`src/shared/uart_status_map.svh`:
```
`ifndef UART_STATUS_MAP_SVH
`define UART_STATUS_MAP_SVH

// Byte offsets of the registers on the Avalon-MM slave (word aligned).
`define OFS_DATA        8'h00
`define OFS_IRQ_ENABLE  8'h04
`define OFS_MODEM_CTRL  8'h10
`define OFS_LINE_STATUS 8'h14
`define OFS_MODEM_STAT  8'h18
`define OFS_SCRATCH     8'h1c

// Modem control field positions.
`define MC_TERM_READY   0
`define MC_REQ_SEND     1
`define MC_RING_LOOP    2
`define MC_IRQ_DRIVE    3
`define MC_LOOPBACK     4
`define MC_POWER_DOWN   7
`define MC_WRITE_MASK   8'h9f

// Interrupt enable field positions.
`define IE_RX_DATA      0
`define IE_TX_EMPTY     1
`define IE_LINE_STATUS  2
`define IE_MODEM_STAT   3
`define IE_POWER_DOWN   5

// Line status field positions.
`define LS_DATA_READY   0
`define LS_OVERRUN      1
`define LS_PARITY       2
`define LS_FRAMING      3
`define LS_BREAK        4
`define LS_TX_HOLD_MT   5
`define LS_TX_ALL_MT    6
`define LS_FIFO_ERR     7

// Reset values and sizes.
`define RST_BYTE        8'h00
`define RX_DEPTH_DEF    16
`define TX_DEPTH_DEF    16

`endif

```
`src/shared/uart_status_pkg.sv`:
```
`default_nettype none
package uart_status_pkg;

  // Avalon-MM request from the master.
  typedef struct packed {
    logic        read;
    logic        write;
    logic [7:0]  address;
    logic [31:0] writedata;
    logic [3:0]  byteenable;
  } av_req_s;

  // Avalon-MM answer of the slave.
  typedef struct packed {
    logic        waitrequest;
    logic [31:0] readdata;
  } av_rsp_s;

  // Modem inputs, all active low.
  typedef struct packed {
    logic cts_n;
    logic dsr_n;
    logic phone_call_indicator_n;
    logic carrier_detect_n;
  } modem_in_s;

  // Modem outputs, active low.
  typedef struct packed {
    logic dtr_n;
    logic rts_n;
  } modem_out_s;

  // One received character with its error flags.
  typedef struct packed {
    logic [7:0] data;
    logic       parity_err;
    logic       framing_err;
    logic       break_seen;
  } rx_char_s;

  typedef enum logic {
    BUS_IDLE,
    BUS_ANSWER
  } bus_phase_e;

endpackage
`default_nettype wire

```
`src/core/uart_line_modem_status.sv`:
```
// Summary of operation
// Control bit 3 drives irq pin; loop carrier
// Control bit 4 selects local loopback
// Power down needs control 7 and enable 5
// Data ready while receive store nonempty
// Full store: flag overrun, drop character
// Parity flag follows head character
// Framing flag follows head character
// Break flag; one break character per break
// Holding empty sets on drain, clears on load
// Holding empty with enable raises interrupt
// Transmit empty needs holding and shifter empty
// Error summary set by errors, read clears
// Change bits set on change, clear on read
// Ring change on trailing edge only
// Any change bit raises modem interrupt
// Levels are inverted modem inputs normally
// Loopback levels come from control bits
// Scratch byte stores eight bits
// Control bits 5 and 6 stay zero
// Control bits 0,1 drive ready, request low
// Loopback routes serial internally, pins idle
//
// Implementation choices: register access over Avalon-MM and the address map.
`include "uart_status_map.svh"
`default_nettype none
module uart_line_modem_status #(
  parameter int RX_DEPTH = `RX_DEPTH_DEF,
  parameter int TX_DEPTH = `TX_DEPTH_DEF
) (
  input  wire logic                        core_clk,        // System clock.
  input  wire logic                        rst_n,           // Synchronous reset, low.
  input  wire uart_status_pkg::av_req_s    av_req,          // Avalon request.
  output var  uart_status_pkg::av_rsp_s    av_rsp,          // Avalon answer.
  input  wire logic                        fifo_mode,       // FIFO mode select.
  input  wire logic                        rx_push,         // Receiver character done.
  input  wire uart_status_pkg::rx_char_s   rx_char,         // Received character.
  input  wire logic                        tx_take,         // Shifter takes a character.
  input  wire logic                        tx_shifter_busy, // Shifter holds a character.
  input  wire logic                        tx_serial_in,    // Serial bit from shifter.
  output logic [7:0]                       tx_data,         // Head transmit character.
  output logic                             tx_valid,        // Transmit store nonempty.
  output logic                             tx_pin,          // Serial output pin.
  input  wire logic                        rx_pin,          // Serial input pin.
  output logic                             rx_line,         // Serial line to receiver.
  input  wire uart_status_pkg::modem_in_s  modem_in,        // Modem input pins.
  output var  uart_status_pkg::modem_out_s modem_out,       // Modem output pins.
  output logic                             int_o,           // Interrupt level, high.
  output logic                             int_oe,          // Interrupt pin drive enable.
  output logic                             power_down       // Power down request.
);

  localparam int RX_AW = $clog2(RX_DEPTH);
  localparam int TX_AW = $clog2(TX_DEPTH);
  localparam logic [RX_AW:0] RX_FULL = (RX_AW + 1)'(RX_DEPTH);
  localparam logic [TX_AW:0] TX_FULL = (TX_AW + 1)'(TX_DEPTH);

  // Depths must be powers of two so the pointers wrap on their own.
  if (RX_DEPTH < 2 || (RX_DEPTH & (RX_DEPTH - 1)) != 0) begin : g_rx_chk
    $error("RX_DEPTH must be a power of two of at least 2.");
  end
  if (TX_DEPTH < 2 || (TX_DEPTH & (TX_DEPTH - 1)) != 0) begin : g_tx_chk
    $error("TX_DEPTH must be a power of two of at least 2.");
  end

  typedef struct packed {
    uart_status_pkg::bus_phase_e                      phase;
    uart_status_pkg::av_rsp_s                         rsp;
    logic [7:0]                                       modem_control_reg;
    logic [7:0]                                       irq_enable_reg;
    logic [7:0]                                       scratch;
    logic [RX_DEPTH-1:0][$bits(uart_status_pkg::rx_char_s)-1:0] rx_mem;
    logic [RX_AW-1:0]                                 rx_rd;
    logic [RX_AW-1:0]                                 rx_wr;
    logic [RX_AW:0]                                   rx_cnt;
    logic [TX_DEPTH-1:0][7:0]                         tx_mem;
    logic [TX_AW-1:0]                                 tx_rd;
    logic [TX_AW-1:0]                                 tx_wr;
    logic [TX_AW:0]                                   tx_cnt;
    logic                                             overrun;
    logic                                             err_sum;
    logic                                             break_hold;
    logic [3:0]                                       delta;
    logic [3:0]                                       lvl_prev;
    logic                                             primed;
    logic [4:0]                                       meta;
    logic [4:0]                                       sync;
    logic [7:0]                                       tx_data;
    logic                                             tx_valid;
    logic                                             tx_pin;
    logic                                             rx_line;
    uart_status_pkg::modem_out_s                      mout;
    logic                                             int_o;
    logic                                             int_oe;
    logic                                             power_down;
  } st_s;

  st_s s_ff;
  st_s nxt_s;

  // Next state of the whole block.
  always_comb begin
    logic                      loop;
    logic [3:0]                lvl;
    logic [3:0]                chg;
    logic                      acc;
    logic                      wr;
    logic                      rd;
    logic                      hit_data;
    logic [7:0]                rbyte;
    logic [7:0]                line_status_reg;
    logic [RX_AW:0]            rx_lim;
    logic [TX_AW:0]            tx_lim;
    logic                      rx_ok;
    logic                      rx_pop;
    logic                      tx_ok;
    logic                      tx_pop;
    logic                      line_high;
    uart_status_pkg::rx_char_s head;
    uart_status_pkg::rx_char_s nhead;
    nxt_s     = s_ff;
    loop      = 1'b0;
    lvl       = 4'h0;
    chg       = 4'h0;
    rbyte     = 8'h00;
    line_status_reg       = 8'h00;
    rx_ok     = 1'b0;
    tx_ok     = 1'b0;
    head      = s_ff.rx_mem[s_ff.rx_rd];
    nhead     = head;
    acc       = 1'b0;
    wr        = 1'b0;
    rd        = 1'b0;
    hit_data  = 1'b0;
    rx_lim    = '0;
    tx_lim    = '0;
    rx_pop    = 1'b0;
    tx_pop    = 1'b0;
    line_high = 1'b1;

    // Pins pass two flip-flops; only the second stage is read.
    nxt_s.meta = {modem_in, rx_pin};
    nxt_s.sync = s_ff.meta;

    loop = s_ff.modem_control_reg[`MC_LOOPBACK];
    // Modem levels, bit 0 clear-to-send up to bit 3 carrier detect.
    if (loop) begin
      lvl = {s_ff.modem_control_reg[`MC_IRQ_DRIVE], s_ff.modem_control_reg[`MC_RING_LOOP],
             s_ff.modem_control_reg[`MC_TERM_READY], s_ff.modem_control_reg[`MC_REQ_SEND]};
    end else begin
      lvl = ~{s_ff.sync[1], s_ff.sync[2], s_ff.sync[3], s_ff.sync[4]};
    end
    nxt_s.lvl_prev = lvl;
    nxt_s.primed   = 1'b1;
    // Ring counts only when its low pin returns high.
    if (s_ff.primed) begin
      chg    = lvl ^ s_ff.lvl_prev;
      chg[2] = s_ff.lvl_prev[2] & ~lvl[2];
    end

    // Bus decode; a request is served once, then the slave idles a cycle.
    acc      = (s_ff.phase == uart_status_pkg::BUS_IDLE) & (av_req.read ^ av_req.write);
    wr       = acc & av_req.write & av_req.byteenable[0];
    rd       = acc & av_req.read;
    hit_data = ({av_req.address[7:2], 2'b00} == `OFS_DATA);

    rx_lim = fifo_mode ? RX_FULL : (RX_AW + 1)'(1);
    tx_lim = fifo_mode ? TX_FULL : (TX_AW + 1)'(1);

    // Line status as seen by software.
    line_status_reg[`LS_DATA_READY] = (s_ff.rx_cnt != '0);
    line_status_reg[`LS_OVERRUN]    = s_ff.overrun;
    line_status_reg[`LS_PARITY]     = line_status_reg[`LS_DATA_READY] & head.parity_err;
    line_status_reg[`LS_FRAMING]    = line_status_reg[`LS_DATA_READY] & head.framing_err;
    line_status_reg[`LS_BREAK]      = line_status_reg[`LS_DATA_READY] & head.break_seen;
    line_status_reg[`LS_TX_HOLD_MT] = (s_ff.tx_cnt == '0);
    line_status_reg[`LS_TX_ALL_MT]  = (s_ff.tx_cnt == '0) & ~tx_shifter_busy;
    line_status_reg[`LS_FIFO_ERR]   = fifo_mode & s_ff.err_sum;

    // Read data mux; unmapped offsets read zero.
    unique case ({av_req.address[7:2], 2'b00})
      `OFS_DATA:        rbyte = head.data;
      `OFS_IRQ_ENABLE:  rbyte = s_ff.irq_enable_reg;
      `OFS_MODEM_CTRL:  rbyte = s_ff.modem_control_reg;
      `OFS_LINE_STATUS: rbyte = line_status_reg;
      `OFS_MODEM_STAT:  rbyte = {lvl, s_ff.delta};
      `OFS_SCRATCH:     rbyte = s_ff.scratch;
      default:          rbyte = 8'h00;
    endcase

    // Answer phase: waitrequest low for exactly one cycle.
    if (acc) begin
      nxt_s.phase           = uart_status_pkg::BUS_ANSWER;
      nxt_s.rsp.waitrequest = 1'b0;
      nxt_s.rsp.readdata    = rd ? {24'h000000, rbyte} : 32'h00000000;
    end else begin
      nxt_s.phase           = uart_status_pkg::BUS_IDLE;
      nxt_s.rsp.waitrequest = 1'b1;
    end

    // Register writes.
    if (wr) begin
      unique case ({av_req.address[7:2], 2'b00})
        `OFS_IRQ_ENABLE: nxt_s.irq_enable_reg = av_req.writedata[7:0];
        `OFS_MODEM_CTRL: nxt_s.modem_control_reg = av_req.writedata[7:0] & `MC_WRITE_MASK;
        `OFS_SCRATCH:    nxt_s.scratch = av_req.writedata[7:0];
        default:         nxt_s.scratch = s_ff.scratch;
      endcase
    end

    // Change bits: a change in the read cycle survives the clear.
    nxt_s.delta = ((rd && {av_req.address[7:2], 2'b00} == `OFS_MODEM_STAT) ?
                   4'h0 : s_ff.delta) | chg;

    // Receive store; one break character per break, overrun drops it.
    line_high        = loop ? s_ff.rx_line : s_ff.sync[0];
    // Overrun: a status read clears it, an arrival into a full store sets it; the set wins.
    if (rd && {av_req.address[7:2], 2'b00} == `OFS_LINE_STATUS) begin
      nxt_s.overrun = 1'b0;
    end
    if (rx_push && !(rx_char.break_seen && s_ff.break_hold)) begin
      if (s_ff.rx_cnt >= rx_lim) begin
        nxt_s.overrun = 1'b1;
      end else begin
        rx_ok = 1'b1;
      end
    end
    nxt_s.break_hold = (s_ff.break_hold & ~line_high) |
                       (rx_push & rx_char.break_seen);
    rx_pop = rd & hit_data & (s_ff.rx_cnt != '0);
    if (rx_ok) begin
      nxt_s.rx_mem[s_ff.rx_wr] = rx_char;
      nxt_s.rx_wr = s_ff.rx_wr + 1'b1;
    end
    if (rx_pop) begin
      nxt_s.rx_rd = s_ff.rx_rd + 1'b1;
    end
    nxt_s.rx_cnt = s_ff.rx_cnt + (RX_AW + 1)'(rx_ok) - (RX_AW + 1)'(rx_pop);
    // Error summary: set by an errored arrival, cleared by a data read.
    nxt_s.err_sum = ((rd & hit_data) ? 1'b0 : s_ff.err_sum) |
                    (rx_ok & (rx_char.parity_err | rx_char.framing_err |
                              rx_char.break_seen));

    // Transmit store; a write clears holding empty, draining sets it.
    tx_ok  = wr & hit_data & (s_ff.tx_cnt < tx_lim);
    tx_pop = tx_take & (s_ff.tx_cnt != '0);
    if (tx_ok) begin
      nxt_s.tx_mem[s_ff.tx_wr] = av_req.writedata[7:0];
      nxt_s.tx_wr = s_ff.tx_wr + 1'b1;
    end
    if (tx_pop) begin
      nxt_s.tx_rd = s_ff.tx_rd + 1'b1;
    end
    nxt_s.tx_cnt = s_ff.tx_cnt + (TX_AW + 1)'(tx_ok) - (TX_AW + 1)'(tx_pop);

    // Registered outputs, formed from the next state.
    nhead          = nxt_s.rx_mem[nxt_s.rx_rd];
    nxt_s.tx_data  = nxt_s.tx_mem[nxt_s.tx_rd];
    nxt_s.tx_valid = (nxt_s.tx_cnt != '0);
    nxt_s.tx_pin   = nxt_s.modem_control_reg[`MC_LOOPBACK] | tx_serial_in;
    nxt_s.rx_line  = nxt_s.modem_control_reg[`MC_LOOPBACK] ? tx_serial_in : s_ff.sync[0];
    nxt_s.mout.dtr_n = nxt_s.modem_control_reg[`MC_LOOPBACK] | ~nxt_s.modem_control_reg[`MC_TERM_READY];
    nxt_s.mout.rts_n = nxt_s.modem_control_reg[`MC_LOOPBACK] | ~nxt_s.modem_control_reg[`MC_REQ_SEND];
    nxt_s.int_oe   = nxt_s.modem_control_reg[`MC_IRQ_DRIVE];
    nxt_s.int_o    =
      (nxt_s.irq_enable_reg[`IE_RX_DATA] & (nxt_s.rx_cnt != '0)) |
      (nxt_s.irq_enable_reg[`IE_TX_EMPTY] & (nxt_s.tx_cnt == '0)) |
      (nxt_s.irq_enable_reg[`IE_LINE_STATUS] & (nxt_s.overrun |
        ((nxt_s.rx_cnt != '0) & (nhead.parity_err | nhead.framing_err |
                                 nhead.break_seen)))) |
      (nxt_s.irq_enable_reg[`IE_MODEM_STAT] & (|nxt_s.delta));
    nxt_s.power_down = nxt_s.modem_control_reg[`MC_POWER_DOWN] & nxt_s.irq_enable_reg[`IE_POWER_DOWN];
  end

  // State register with synchronous reset to idle pin levels.
  always_ff @(posedge core_clk) begin
    if (!rst_n) begin
      s_ff                 <= '0;
      s_ff.rsp.waitrequest <= 1'b1;
      s_ff.meta            <= 5'h1f;
      s_ff.sync            <= 5'h1f;
      s_ff.tx_pin          <= 1'b1;
      s_ff.rx_line         <= 1'b1;
      s_ff.mout            <= 2'h3;
      s_ff.int_o           <= 1'b0;
      s_ff.modem_control_reg             <= `RST_BYTE;
    end else begin
      s_ff <= nxt_s;
    end
  end

  assign av_rsp     = s_ff.rsp;
  assign tx_data    = s_ff.tx_data;
  assign tx_valid   = s_ff.tx_valid;
  assign tx_pin     = s_ff.tx_pin;
  assign rx_line    = s_ff.rx_line;
  assign modem_out  = s_ff.mout;
  assign int_o      = s_ff.int_o;
  assign int_oe     = s_ff.int_oe;
  assign power_down = s_ff.power_down;

endmodule
`default_nettype wire

```
`config.mk`:
```
export PLATFORM = sky130hd
export DESIGN_NAME = uart_line_modem_status
export DESIGN_NICKNAME = d
export VERILOG_FILES = /design/src/shared/uart_status_pkg.sv /design/src/core/uart_line_modem_status.sv
export VERILOG_INCLUDE_DIRS = /design/src /design/src/shared
export SDC_FILE = /design/constraint.sdc
export NUM_CORES = 1
export LEC_CHECK = 0
export ABC_CLOCK_PERIOD_IN_PS = 3950
export BUFFER_PORTS_ARGS = -buffer_cell sky130_fd_sc_hd__buf_2
export CAP_MARGIN = 10
export CORE_UTILIZATION = 49
export DETAILED_ROUTE_END_ITERATION = 7
export HOLD_SLACK_MARGIN = 0.1
export PLACE_DENSITY = 0.69
export SLEW_MARGIN = 15
export SYNTH_ARGS = -nofsm -noshare
export SYNTH_HDL_FRONTEND = slang
export SYNTH_SLANG_ARGS = --single-unit
```
`constraint.sdc`:
```
create_clock -name core_clk -period 3.95 [get_ports core_clk]
set_input_delay 0.79 -clock core_clk [delete_from_list [all_inputs] [get_ports core_clk]]
set_output_delay 0.79 -clock core_clk [all_outputs]
set_load 0.005 [all_outputs]
```
Word-level counts from Yosys, hierarchy flattened. Cells that the tools add are included.

Logic and storage cells: 186. Flip-flop bits (word level): 424.

Reduce and logical (&&, ||, !) cells: 18. Eq/ne operators: 5. Mux-type cells: 36. $lt $le $gt $ge: 9. Bitwise gates (word level): 47. $add $sub $neg: 8.

Operator list (number): bitwise mux 176 bit (1); two-way mux 176 bit (1); bitwise mux 128 bit (1); two-way mux 128 bit (1); binary-select mux 11 bit (select 4 bit) (2); two-way mux 8 bit (6); case mux 8 bit (6 select lines) (1); demux 11 bit (select 4 bit) (1); binary-select mux 8 bit (select 4 bit) (1); demux 8 bit (select 4 bit) (1); two-way mux 27 bit (1); < comparator 4 x 5 -> 1 bit (second input constant) (5); bitwise AND 1 bit (24); equality test 6 x 3 -> 1 bit (second input constant) (4); two-way mux 24 bit (1); two-way mux 11 bit (2); two-way mux 4 bit (5); nonzero test 5 bit (4); adder 4 x 1 -> 4 bit (second input constant) (4); bitwise OR 1 bit (13); adder 5 x 1 -> 5 bit (2); zero test 5 bit (2); subtractor 5 x 1 -> 5 bit (2); greater-or-equal comparator 4 x 1 -> 1 bit (second input constant) (2); other kinds (17) (36).

Logic depth before layout (Yosys ltp). Gate-level depths: netlist (run 1).

Word-level depth: 16. Gate-level depth with buffers: 20. Gate-level depth less buffers: 18.

Least setup slack after synthesis (run 1). Ideal clock, no wire load.

Path type: in2reg. Start: input port fifo_mode. End: register, netlist name int_o. Arrival: 4110 ps. Path buffers: 1. Stages: 17. Setup time: 122 ps. Data required time: 3828 ps. Slack: -282 ps. Path through: inv_1 -> ha_1 -> and4b_1 -> a2111oi_2 -> and2_1 -> buf_2 -> inv_1 -> ha_1 -> inv_1 -> ha_1 -> fa_1 -> xnor2_1 -> or3_1 -> nor3_1 -> o22a_1 -> and3_1 -> a31oi_1.

Longest elaborated chain between the ends: 14.

Ends and longest elaborated chain: from (decl) (RTL line uart_line_modem_status.sv:35) `input wire logic fifo_mode,`; two-way mux 5 bit (*) (RTL line uart_line_modem_status.sv:167, uart_line_modem_status.sv:168); parallel branches: the longest is 11 deep, another holds greater-or-equal comparator 5 bit; bitwise OR 1 bit (*) (2 in series) (RTL line uart_line_modem_status.sv:266) `` (nxt_s.irq_enable_reg[`IE_RX_DATA] & (nxt_s.rx_cnt != '0)) | ``.

Every way passes the cells marked *. The select of a mux whose other input is x is not followed. A chain may end at the register's enable or synchronous reset.

Worst setup path after layout (run 1).
Start: input port fifo_mode. End: register, netlist name int_o.

Longest elaborated chain between the ends: 14.

Ends and longest elaborated chain (RTL line): two-way mux 5 bit (*) (uart_line_modem_status.sv:167, uart_line_modem_status.sv:168); parallel branches: the longest is 11 deep, another holds greater-or-equal comparator 5 bit; bitwise OR 1 bit (*) (2 in series) (uart_line_modem_status.sv:266).

Marks and branches as above.

==> qor.yml, run 1 <==
synthTopCellsByArea: "dfxtp_1, mux2i_1, nand2_1"
synth_top_family_by_area: "simple AND/OR/NAND/NOR gates"
final-seq-area_um2: 7990
regToRegSetupSlack_ns: 0.28
switching_power_mw: 3.62
fin_util_pct: 55.7
status: "completed"
io_buffers: 64
fin_skew_ns: 0.0256
r2r_cells: 15
dp.cells: 2652
rr_endpoint: "int_o"
nNetsFinal: 2281
rr_startpoint: "s_ff[183]"
cp-end-kind: "register"
initial_core_util_pct: 50.1
crit_fanout: 3
drtPass1Iterations: 7
die_x_um: 202
period_minus_slack_ns: 3.71
synthXorXnorAreaFrac_pct: 1.31
grt_pass1_vias: 15900
finalSetupViolCount: 0
fill_cells: 3512
crit_buf_inv: 4
antenna_found_initial: 1
fin_crit_sh_pct: 93.9
place_area_um2: 20300
start_kind: "input pin"
ctsHoldBuffers: 0
whs_path_depth: 2
yosysUniqueCellTypes: 90
grt_usage_pct: 26.2
synth_adder_area_share_pct: 2.05
p_total_mw: 11.2
cp_slowest_stage_delay_ns: 0.43
layout.cells.most_common_list: "dfxtp_1, nand2_1, nor2_1"
critical_path.slowest_cell: "a2111oi_2"
synth_mux_area_share_pct: 16.0
fmax_mhz: 270
core_um2: 39100
critPathArrivalTime_ns: 4.19
drt_iter0_markers: 1438
multi_input_area_um2: 10500
cts_buffer_depth: 3
dominantRegCellSynth: "dfxtp_1"
slew_headroom_pct: 28.5
cts-root-buf: "clkbuf_16"
synth_top_area_cell: "dfxtp_1"
drt_drc_violations_left: 0
p_sw_share_pct: 32.3
layout_commonest_cell: "dfxtp_1"
dieArea_um2: 40800
p_leak_nw: 8.68
synth_warnings: 0
gp_congestion: 0.903
wire_per_inst_um: 19.7
drive_above_1_share_pct: 15.6
crit_family: "simple AND/OR/NAND/NOR gates"
tightest_slew_ns: 1.07
fin_tns_setup_ns: 0
hold_viol: 0
cap_violations: 0
synthSimpleGateAreaFrac_pct: 19.6
syn2layout_area_growth_pct: 11.0
clkPwrFrac_pct: 36.8
pwr_density_cell_nw_per_um2: 515
ant_nets: 0
numClockSinks: 399
synth-edff-count: 0
hold-path-endpoint: "nxt_s[16]"
drt_wl_total_um: 53800
clkLatencyLatePin_ns: 0.60
cts_buffers: 45
stdcell_area_um2: 21800
whs_ns: 0.368
hold_start: "rx_pin"
p_seq_share_pct: 38.0
clkTransAtPathRegs_ns: 0.06
fin_cells: 2734
maxSlewViolCount: 0
pin_count: 118
ys_ff_latch: 399
required_ns: 4.43
grt_pass1_wl_um: 85700
syn-cell-area_um2: 19600
syn_inst: 2184
dp_hpwl_um: 36500
die_h_um: 202
combPwrFrac_pct: 25.1
criticalPathCategory: "in2reg"
fin_ws_ns: 0.240
via_count: 16200
pre_cts_slack_ns: -0.329
irDropWorstVdd_uv: 437
grt_max_degree: 109
hold_path.class: "in2reg"
rsz0062_at_grt: "false"
async_reset_ff_share_pct: 0
viasPerCell: 5.94
post_synth.cell_area_avg_um2: 8.98
p_int_mw: 7.60
fp-row-count: 72
crit_chain: "buf_2, clkinvlp_4, ha_4, nor4bb_2, a2111oi_2, and2_1, inv_1, ha_1, inv_1, ha_1, fa_2, xnor2_1, or3_1, nor3_2, o22a_1, and3_1, a31oi_1"
diodes: 0
htreeDepth: 2
tritoncts: "yes"
synth_compound_area_share_pct: 14.0
overflow: 0
synth_top_cell_area_share_pct: 40.7
yosysSeqAreaShare_pct: 40.7
[kinds of logic (layout without fill, tap and decap cells)]
group | count (synthesis) | count (layout)
multiplexers | 242 | 242
XOR/XNOR | 25 | 25
AND/OR/NAND/NOR | 814 | 814
AO/OA/AOI/OAI | 419 | 419
other | 1 | 24
adder cells (fa/ha/maj) | 31 | 31
buffers and inverters | 253 | 262
flip-flops | 399 | 399
[cell type report]
type	count	share of cell area [%]
tap	518	2.98
clock buffer	68	6.22
timing repair buffer	145	4.38
multi-input combinational	1555	48.4
sequential	399	36.7
clock inverter	14	0.598
inverter	35	0.655
[power by group through the flow]
stage / clock network, mW / registers [mW] / logic [mW]
6_report: 4.13 / 4.27 / 2.82
5_1_grt: 4.38 / 4.28 / 3.03
4_1_cts: 4.21 / 4.26 / 2.77
3_5_place_dp: 0 / 4.35 / 2.76
3_3_place_gp: 0 / 4.35 / 2.70
2_1_floorplan: 0 / 4.32 / 2.00
[synthesized netlist by cell type, types with 31 or more instances]
library cell / count
mux4_2: 56
buf_2: 33
a21oi_1: 191
buf_4: 47
nand3_1: 58
nor2_1: 233
nand2_1: 361
o21ai_0: 33
mux2i_1: 173
dfxtp_1: 399
inv_1: 31
clkbuf_1: 125
[worst max path at each step]
stage                         start    end  slack (ns)  cells past startpoint
after floorplan           fifo_mode  int_o       0.001                     19
after global placement    fifo_mode  int_o       -0.23                     16
after detailed placement  fifo_mode  int_o       -0.33                     17
after CTS                 s_ff[180]  int_o        0.21                     16
after global routing      fifo_mode  int_o        0.02                     17
final                     fifo_mode  int_o        0.24                     17
[worst reg2reg max path, delay by kind of cell, from the launching register on]
family          cells  cell delay [ns]
compound gates      3             0.70
buf+inv             2             0.10
simple gates        5             1.13
flops               1             0.42
fa+ha+maj           4             1.09
xor+xnor            1             0.14
[timing repair]
item,4_1_cts,5_1_grt
resized for setup,0,3
buffers inserted,0,0
setup endpoints to repair,0,1
hold endpoints to repair,0,0
[per-layer routing]
| layer | wire length (um) | track usage (%) | part of all wire (%) | vias up |
|---|---|---|---|---|
| met5 | 13 | 0 | 0.024 | - |
| met3 | 2850 | 3.82 | 5.3 | 113 |
| li1 | - | - | - | 7653 |
| met2 | 27000 | 45.4 | 50 | 532 |
| met4 | 2020 | 12.0 | 3.8 | 2 |
| met1 | 22000 | 32.1 | 41 | 7929 |
No activity file was read; power rests on OpenSTA's default activity.
==> inputs of run 2 (changes only) <==
- CORE_UTILIZATION: 49 -> 35
- PLACE_DENSITY: 0.69 -> default
==> run 2 against run 1 <==
Utilization shrank 15 points. Wire length rose by 7.4%. Clock skew increased by 0.012 ns. Worst hold slack gained 0.030 ns. Sequential power is essentially flat. Combinational power grew 2%. Non-clock buffer count up 13. Clock-buffer cell count down 5. Via count fell by 0.18%. Total power increased by 3.8%. Critical path depth fell by 1. Critical path type is now reg2reg.
==> qor.yml, run 2 (synthesis gave the netlist of run 1 again) <==
start_kind: "register"
antenna_found_initial: 2  # +1
cts_setup_buffers: 0  # unchanged
regToRegSetupSlack_ns: 0.32  # +0.04 ns
p_seq_share_pct: 36.6  # -1.4 points
fmax_mhz: 275  # +2.1%
io_buffers: 64  # unchanged
hold_viol: 0  # unchanged
numClockSinks: 399  # unchanged
tightest_slew_ns: 0.886  # -0.186 ns
cts_resized: 0  # unchanged
die_h_um: 239  # +18%
drtPass1Iterations: 5  # -2
crit_fanout: 4  # +1
grt_pass1_vias: 15700  # -1.0%
place_area_um2: 20700  # +2.0%
htreeDepth: 2  # unchanged
critPathArrivalTime_ns: 4.13  # -0.06 ns
p_total_mw: 11.6  # +3.8%
required_ns: 4.45  # +0.02 ns
clkPwrFrac_pct: 38.6  # +1.8 points
cts_buffer_depth: 3  # unchanged
fill_cells: 5460  # +55%
hold_path.class: "in2reg"
die_x_um: 239  # +18%
pwr_density_cell_nw_per_um2: 523  # +1.4%
status: "completed"
ant_nets: 0  # unchanged
gp_congestion: 0.894  # -0.95%
hold_start: "rx_pin"
cp-end-kind: "register"
r2r_cells: 16  # +1
pre_cts_slack_ns: -0.244  # +0.0848 ns
cts_buffers: 44  # -2.2%
final-seq-area_um2: 7990  # about the same
p_leak_nw: 8.80  # +1.4%
fin_crit_sh_pct: 92.0  # -1.9 points
fin_skew_ns: 0.0373  # +0.0117 ns
drt_drc_violations_left: 0  # unchanged
p_sw_share_pct: 31.1  # -1.2 points
slew_headroom_pct: 40.5  # +12 points
crit_buf_inv: 4  # unchanged
switching_power_mw: 3.62  # about the same
layout.cells.most_common_list: "dfxtp_1, nand2_1, nor2_1"
initial_core_util_pct: 35.5  # -15 points
pin_count: 118  # unchanged
hold-path-endpoint: "nxt_s[16]"
irDropWorstVdd_uv: 353  # -19%
layout_commonest_cell: "dfxtp_1"
dieArea_um2: 57000  # +40%
tritoncts: "yes"
crit_chain: "inv_1, ha_1, or4b_4, nand2_4, inv_2, ha_1, inv_1, ha_1, inv_1, fa_1, xor2_1, nor3b_1, nand3_1, o22a_1, a31o_2, a31oi_1"
grt_pass1_wl_um: 90400  # +5.5%
fin_cells: 2974  # +8.8%
core_um2: 55200  # +41%
wire_per_inst_um: 19.4  # -1.2%
cts-root-buf: "clkbuf_16"
cap_violations: 0  # unchanged
grt_max_degree: 149  # +37%
combPwrFrac_pct: 24.8  # -0.3 points
drt_wl_total_um: 57800  # +7.4%
finalSetupViolCount: 0  # unchanged
criticalPathCategory: "reg2reg"
rr_startpoint: "s_ff[40]"
via_count: 16200  # -0.18%
cp_slowest_stage_delay_ns: 0.50  # +0.07 ns
drive_above_1_share_pct: 16.0  # +0.34 points
p_int_mw: 8.03  # +5.6%
drt_iter0_markers: 1316  # -8.5%
ctsHoldBuffers: 0  # unchanged
syn2layout_area_growth_pct: 13.6
clkLatencyLatePin_ns: 0.59  # about the same
fin_ws_ns: 0.316  # +0.0762 ns
crit_family: "simple AND/OR/NAND/NOR gates"
dp.cells: 2895  # +9.2%
nNetsFinal: 2293  # +0.53%
overflow: 0  # unchanged
stdcell_area_um2: 22300  # +2.4%
fin_tns_setup_ns: 0  # unchanged
fp-row-count: 86  # +19%
critical_path.slowest_cell: "or4b_4"
dp_hpwl_um: 38900  # +6.7%
period_minus_slack_ns: 3.63  # -0.0762 ns
multi_input_area_um2: 10500  # about the same
whs_path_depth: 2  # unchanged
clkTransAtPathRegs_ns: 0.06  # about the same
grt_usage_pct: 20.2  # -6.0 points
maxSlewViolCount: 0  # unchanged
viasPerCell: 5.45  # -8.2%
rr_endpoint: "int_o"
rsz0062_at_grt: "false"
## run 2: power by group through the flow
| stage | Combinational (mW) | Clock [mW] | Sequential [mW] |
|---|---|---|---|
| 2_1_floorplan | 2.00 | 0 | 4.32 |
| 3_3_place_gp | 2.80 | 0 | 4.35 |
| 3_5_place_dp | 2.86 | 0 | 4.35 |
| 4_1_cts | 2.86 | 4.59 | 4.26 |
| 5_1_grt | 3.09 | 4.74 | 4.28 |
| 6_report | 2.89 | 4.49 | 4.26 |
## run 2: worst register-to-register path, cell delays in order, from the launching register on
cell	delay [ns]
dfxtp_1	0.32
inv_1	0.12
ha_1	0.18
or4b_4	0.50
nand2_4	0.14
inv_2	0.08
ha_1	0.29
inv_1	0.06
ha_1	0.16
inv_1	0.06
fa_1	0.43
xor2_1	0.16
nor3b_1	0.28
nand3_1	0.18
o22a_1	0.24
a31o_2	0.24
a31oi_1	0.13
## run 2: worst max-delay path by stage
stage	start	endpoint	slack (ns)	depth (start not counted)
global placement	fifo_mode	int_o	-0.17	16
floorplan	fifo_mode	int_o	0.001	19
CTS	s_ff[40]	int_o	0.27	16
detailed placement	fifo_mode	int_o	-0.24	16
global route	s_ff[40]	int_o	0.05	17
finish	s_ff[40]	int_o	0.32	16
## run 2: per-layer routing
metal	GRT usage [%]	routed length [um]
met5	0	0
met2	35.0	28500
met4	6.84	1610
met3	2.79	3680
met1	25.7	24000
## run 2: area by class of cell
cell class                      instances  share of cell area, %
Multi-Input combinational cell       1555                   47.3
Clock inverter                         15                   1.20
Antenna cell                            1                 0.0112
Sequential cell                       399                   35.9
Timing Repair Buffer                  158                   4.83
Inverter                               35                  0.640
Tap cell                              748                   4.20
Clock buffer                           63                   5.95
## run 2: per-stage QoR
stage          hold slack (ns)  utilization, %
3_3_place_gp             0.395            37.5
6_report                 0.399            40.4
3_5_place_dp             0.397            37.5
5_1_grt                  0.395            40.4
4_1_cts                  0.368            40.4
2_1_floorplan            0.386               -
==> inputs of run 3 (changes only) <==
- CTS_BUF_LIST: default -> sky130_fd_sc_hd__clkbuf_4
==> run 3 against run 2 <==
Design area shrank 0.94%. Cell count up 3.6%. Total power is 7.4% lower. Die area did not move. Sequential power about the same. Sequential share of layout area rose by 0.34 points. Utilization down 0.38 points. Clock power fell by 19%. Critical path depth decreased by 1.
==> qor.yml, run 3 (synthesis gave the netlist of run 1 again) <==
fin_crit_sh_pct: 92.2  # +0.25 points
grt_max_degree: 149  # unchanged
die_h_um: 239  # unchanged
tritoncts: "yes"
core_um2: 55200  # unchanged
layout_commonest_cell: "dfxtp_1"
pin_count: 118  # unchanged
cts_setup_buffers: 0  # unchanged
grt_usage_pct: 20.5  # +0.25 points
overflow: 0  # unchanged
fp-row-count: 86  # unchanged
criticalPathCategory: "reg2reg"
final-seq-area_um2: 7990  # unchanged
syn2layout_area_growth_pct: 12.5
required_ns: 4.73  # +0.28 ns
finalSetupViolCount: 0  # unchanged
cts_buffer_depth: 3  # unchanged
cp-end-kind: "register"
layout.cells.most_common_list: "dfxtp_1, nand2_1, nor2_1"
crit_buf_inv: 3  # -1
hold_viol: 0  # unchanged
numClockSinks: 399  # unchanged
rsz0062_at_grt: "false"
die_x_um: 239  # unchanged
critical_path.slowest_cell: "fa_2"
period_minus_slack_ns: 3.64  # +0.00986 ns
crit_chain: "inv_1, ha_1, nor4bb_2, a2111oi_2, and2_1, inv_1, ha_1, inv_1, ha_1, fa_2, or3_1, nor3_2, o22a_1, and3_1, a31oi_1"
clkLatencyLatePin_ns: 0.89  # +0.30 ns
drtPass1Iterations: 5  # unchanged
dp_hpwl_um: 38900  # unchanged
crit_fanout: 4  # unchanged
drt_drc_violations_left: 0  # unchanged
antenna_found_initial: 3  # +1
htreeDepth: 3  # +1
wire_per_inst_um: 19.0  # -2.4%
pwr_density_cell_nw_per_um2: 489  # -6.5%
fmax_mhz: 274  # -0.27%
fin_ws_ns: 0.307  # -0.00986 ns
drt_iter0_markers: 1343  # +2.1%
hold_path.class: "in2reg"
fin_skew_ns: 0.0806  # +0.0433 ns
cts_buffers: 105  # +140%
status: "completed"
p_leak_nw: 8.83  # +0.36%
ant_nets: 0  # unchanged
multi_input_area_um2: 10500  # unchanged
grt_pass1_wl_um: 91500  # +1.1%
cp_slowest_stage_delay_ns: 0.46  # -0.04 ns
grt_pass1_vias: 16300  # +3.9%
io_buffers: 64  # unchanged
drive_above_1_share_pct: 19.4  # +3.4 points
via_count: 16600  # +2.3%
nNetsFinal: 2360  # +2.9%
dieArea_um2: 57000  # unchanged
pre_cts_slack_ns: -0.244  # unchanged
crit_family: "simple AND/OR/NAND/NOR gates"
initial_core_util_pct: 35.5  # unchanged
slew_headroom_pct: 41.8  # +1.3 points
cts-root-buf: "clkbuf_4"
drt_wl_total_um: 58500  # +1.1%
cts_resized: 0  # unchanged
fin_tns_setup_ns: 0  # unchanged
cap_violations: 0  # unchanged
tightest_slew_ns: 0.867  # -0.0195 ns
ctsHoldBuffers: 6  # +6
fill_cells: 5539  # +1.4%
start_kind: "register"
critPathArrivalTime_ns: 4.42  # +0.29 ns
gp_congestion: 0.894  # unchanged
clkTransAtPathRegs_ns: 0.07  # about the same
maxSlewViolCount: 0  # unchanged
stdcell_area_um2: 22100  # -0.94%
place_area_um2: 20700  # unchanged
irDropWorstVdd_uv: 230  # -35%
viasPerCell: 5.38  # -1.3%
==> run 3: metrics by stage <==
step                std cells  total power [mW]  hold slack, ns  util [%]
floorplan                2207              6.32           0.386         -
global placement         2895              7.15           0.395      37.5
detailed placement       2895              7.21           0.397      37.5
CTS                      3079              10.9           0.158      40.0
global route             3081              11.3           0.163      40.0
finish                   3082              10.8           0.203      40.0
==> run 3: cell type report <==
type                            instances  share of cell area [%]
Antenna cell                            3                  0.0340
Clock buffer                          159                    5.41
Clock inverter                         19                   0.561
Inverter                               35                   0.646
Multi-Input combinational cell       1555                    47.7
Sequential cell                       399                    36.2
Tap cell                              748                    4.24
Timing Repair Buffer                  164                    5.15
==> run 3: worst min-delay path, delay by kind of cell <==
family	cells	cell delay, ns
compound gates	1	0.08
simple gates	1	0.07
buf+inv	1	0.11
==> run 3: path summary, 6_finish.rpt <==
check | from | to | slack (ns) | cells past startpoint
min | rx_push | s_ff[35] | 0.20 | 3
min reg2reg | nxt_s[19] | s_ff[19] | 0.41 | 1
max reg2reg | s_ff[180] | int_o | 0.31 | 15
max | s_ff[180] | int_o | 0.31 | 15
==> run 3: power breakdown <==
group | switching [mW] | leakage [nW] | internal (mW)
Clock | 1.73 | 0.790 | 1.89
Sequential | 0.111 | 3.22 | 4.15
Combinational | 1.81 | 4.82 | 1.09
Total | 3.65 | 8.83 | 7.13
==> run 3: layer usage <==
layer	wire, um	share of wire (%)	track usage, %	up-vias
met3	3640	6.2	3.73	112
met1	24500	42	25.5	7994
li1	-	-	-	7866
met4	1520	2.6	7.75	0
met5	0	0	0	-
met2	28900	49	34.9	604
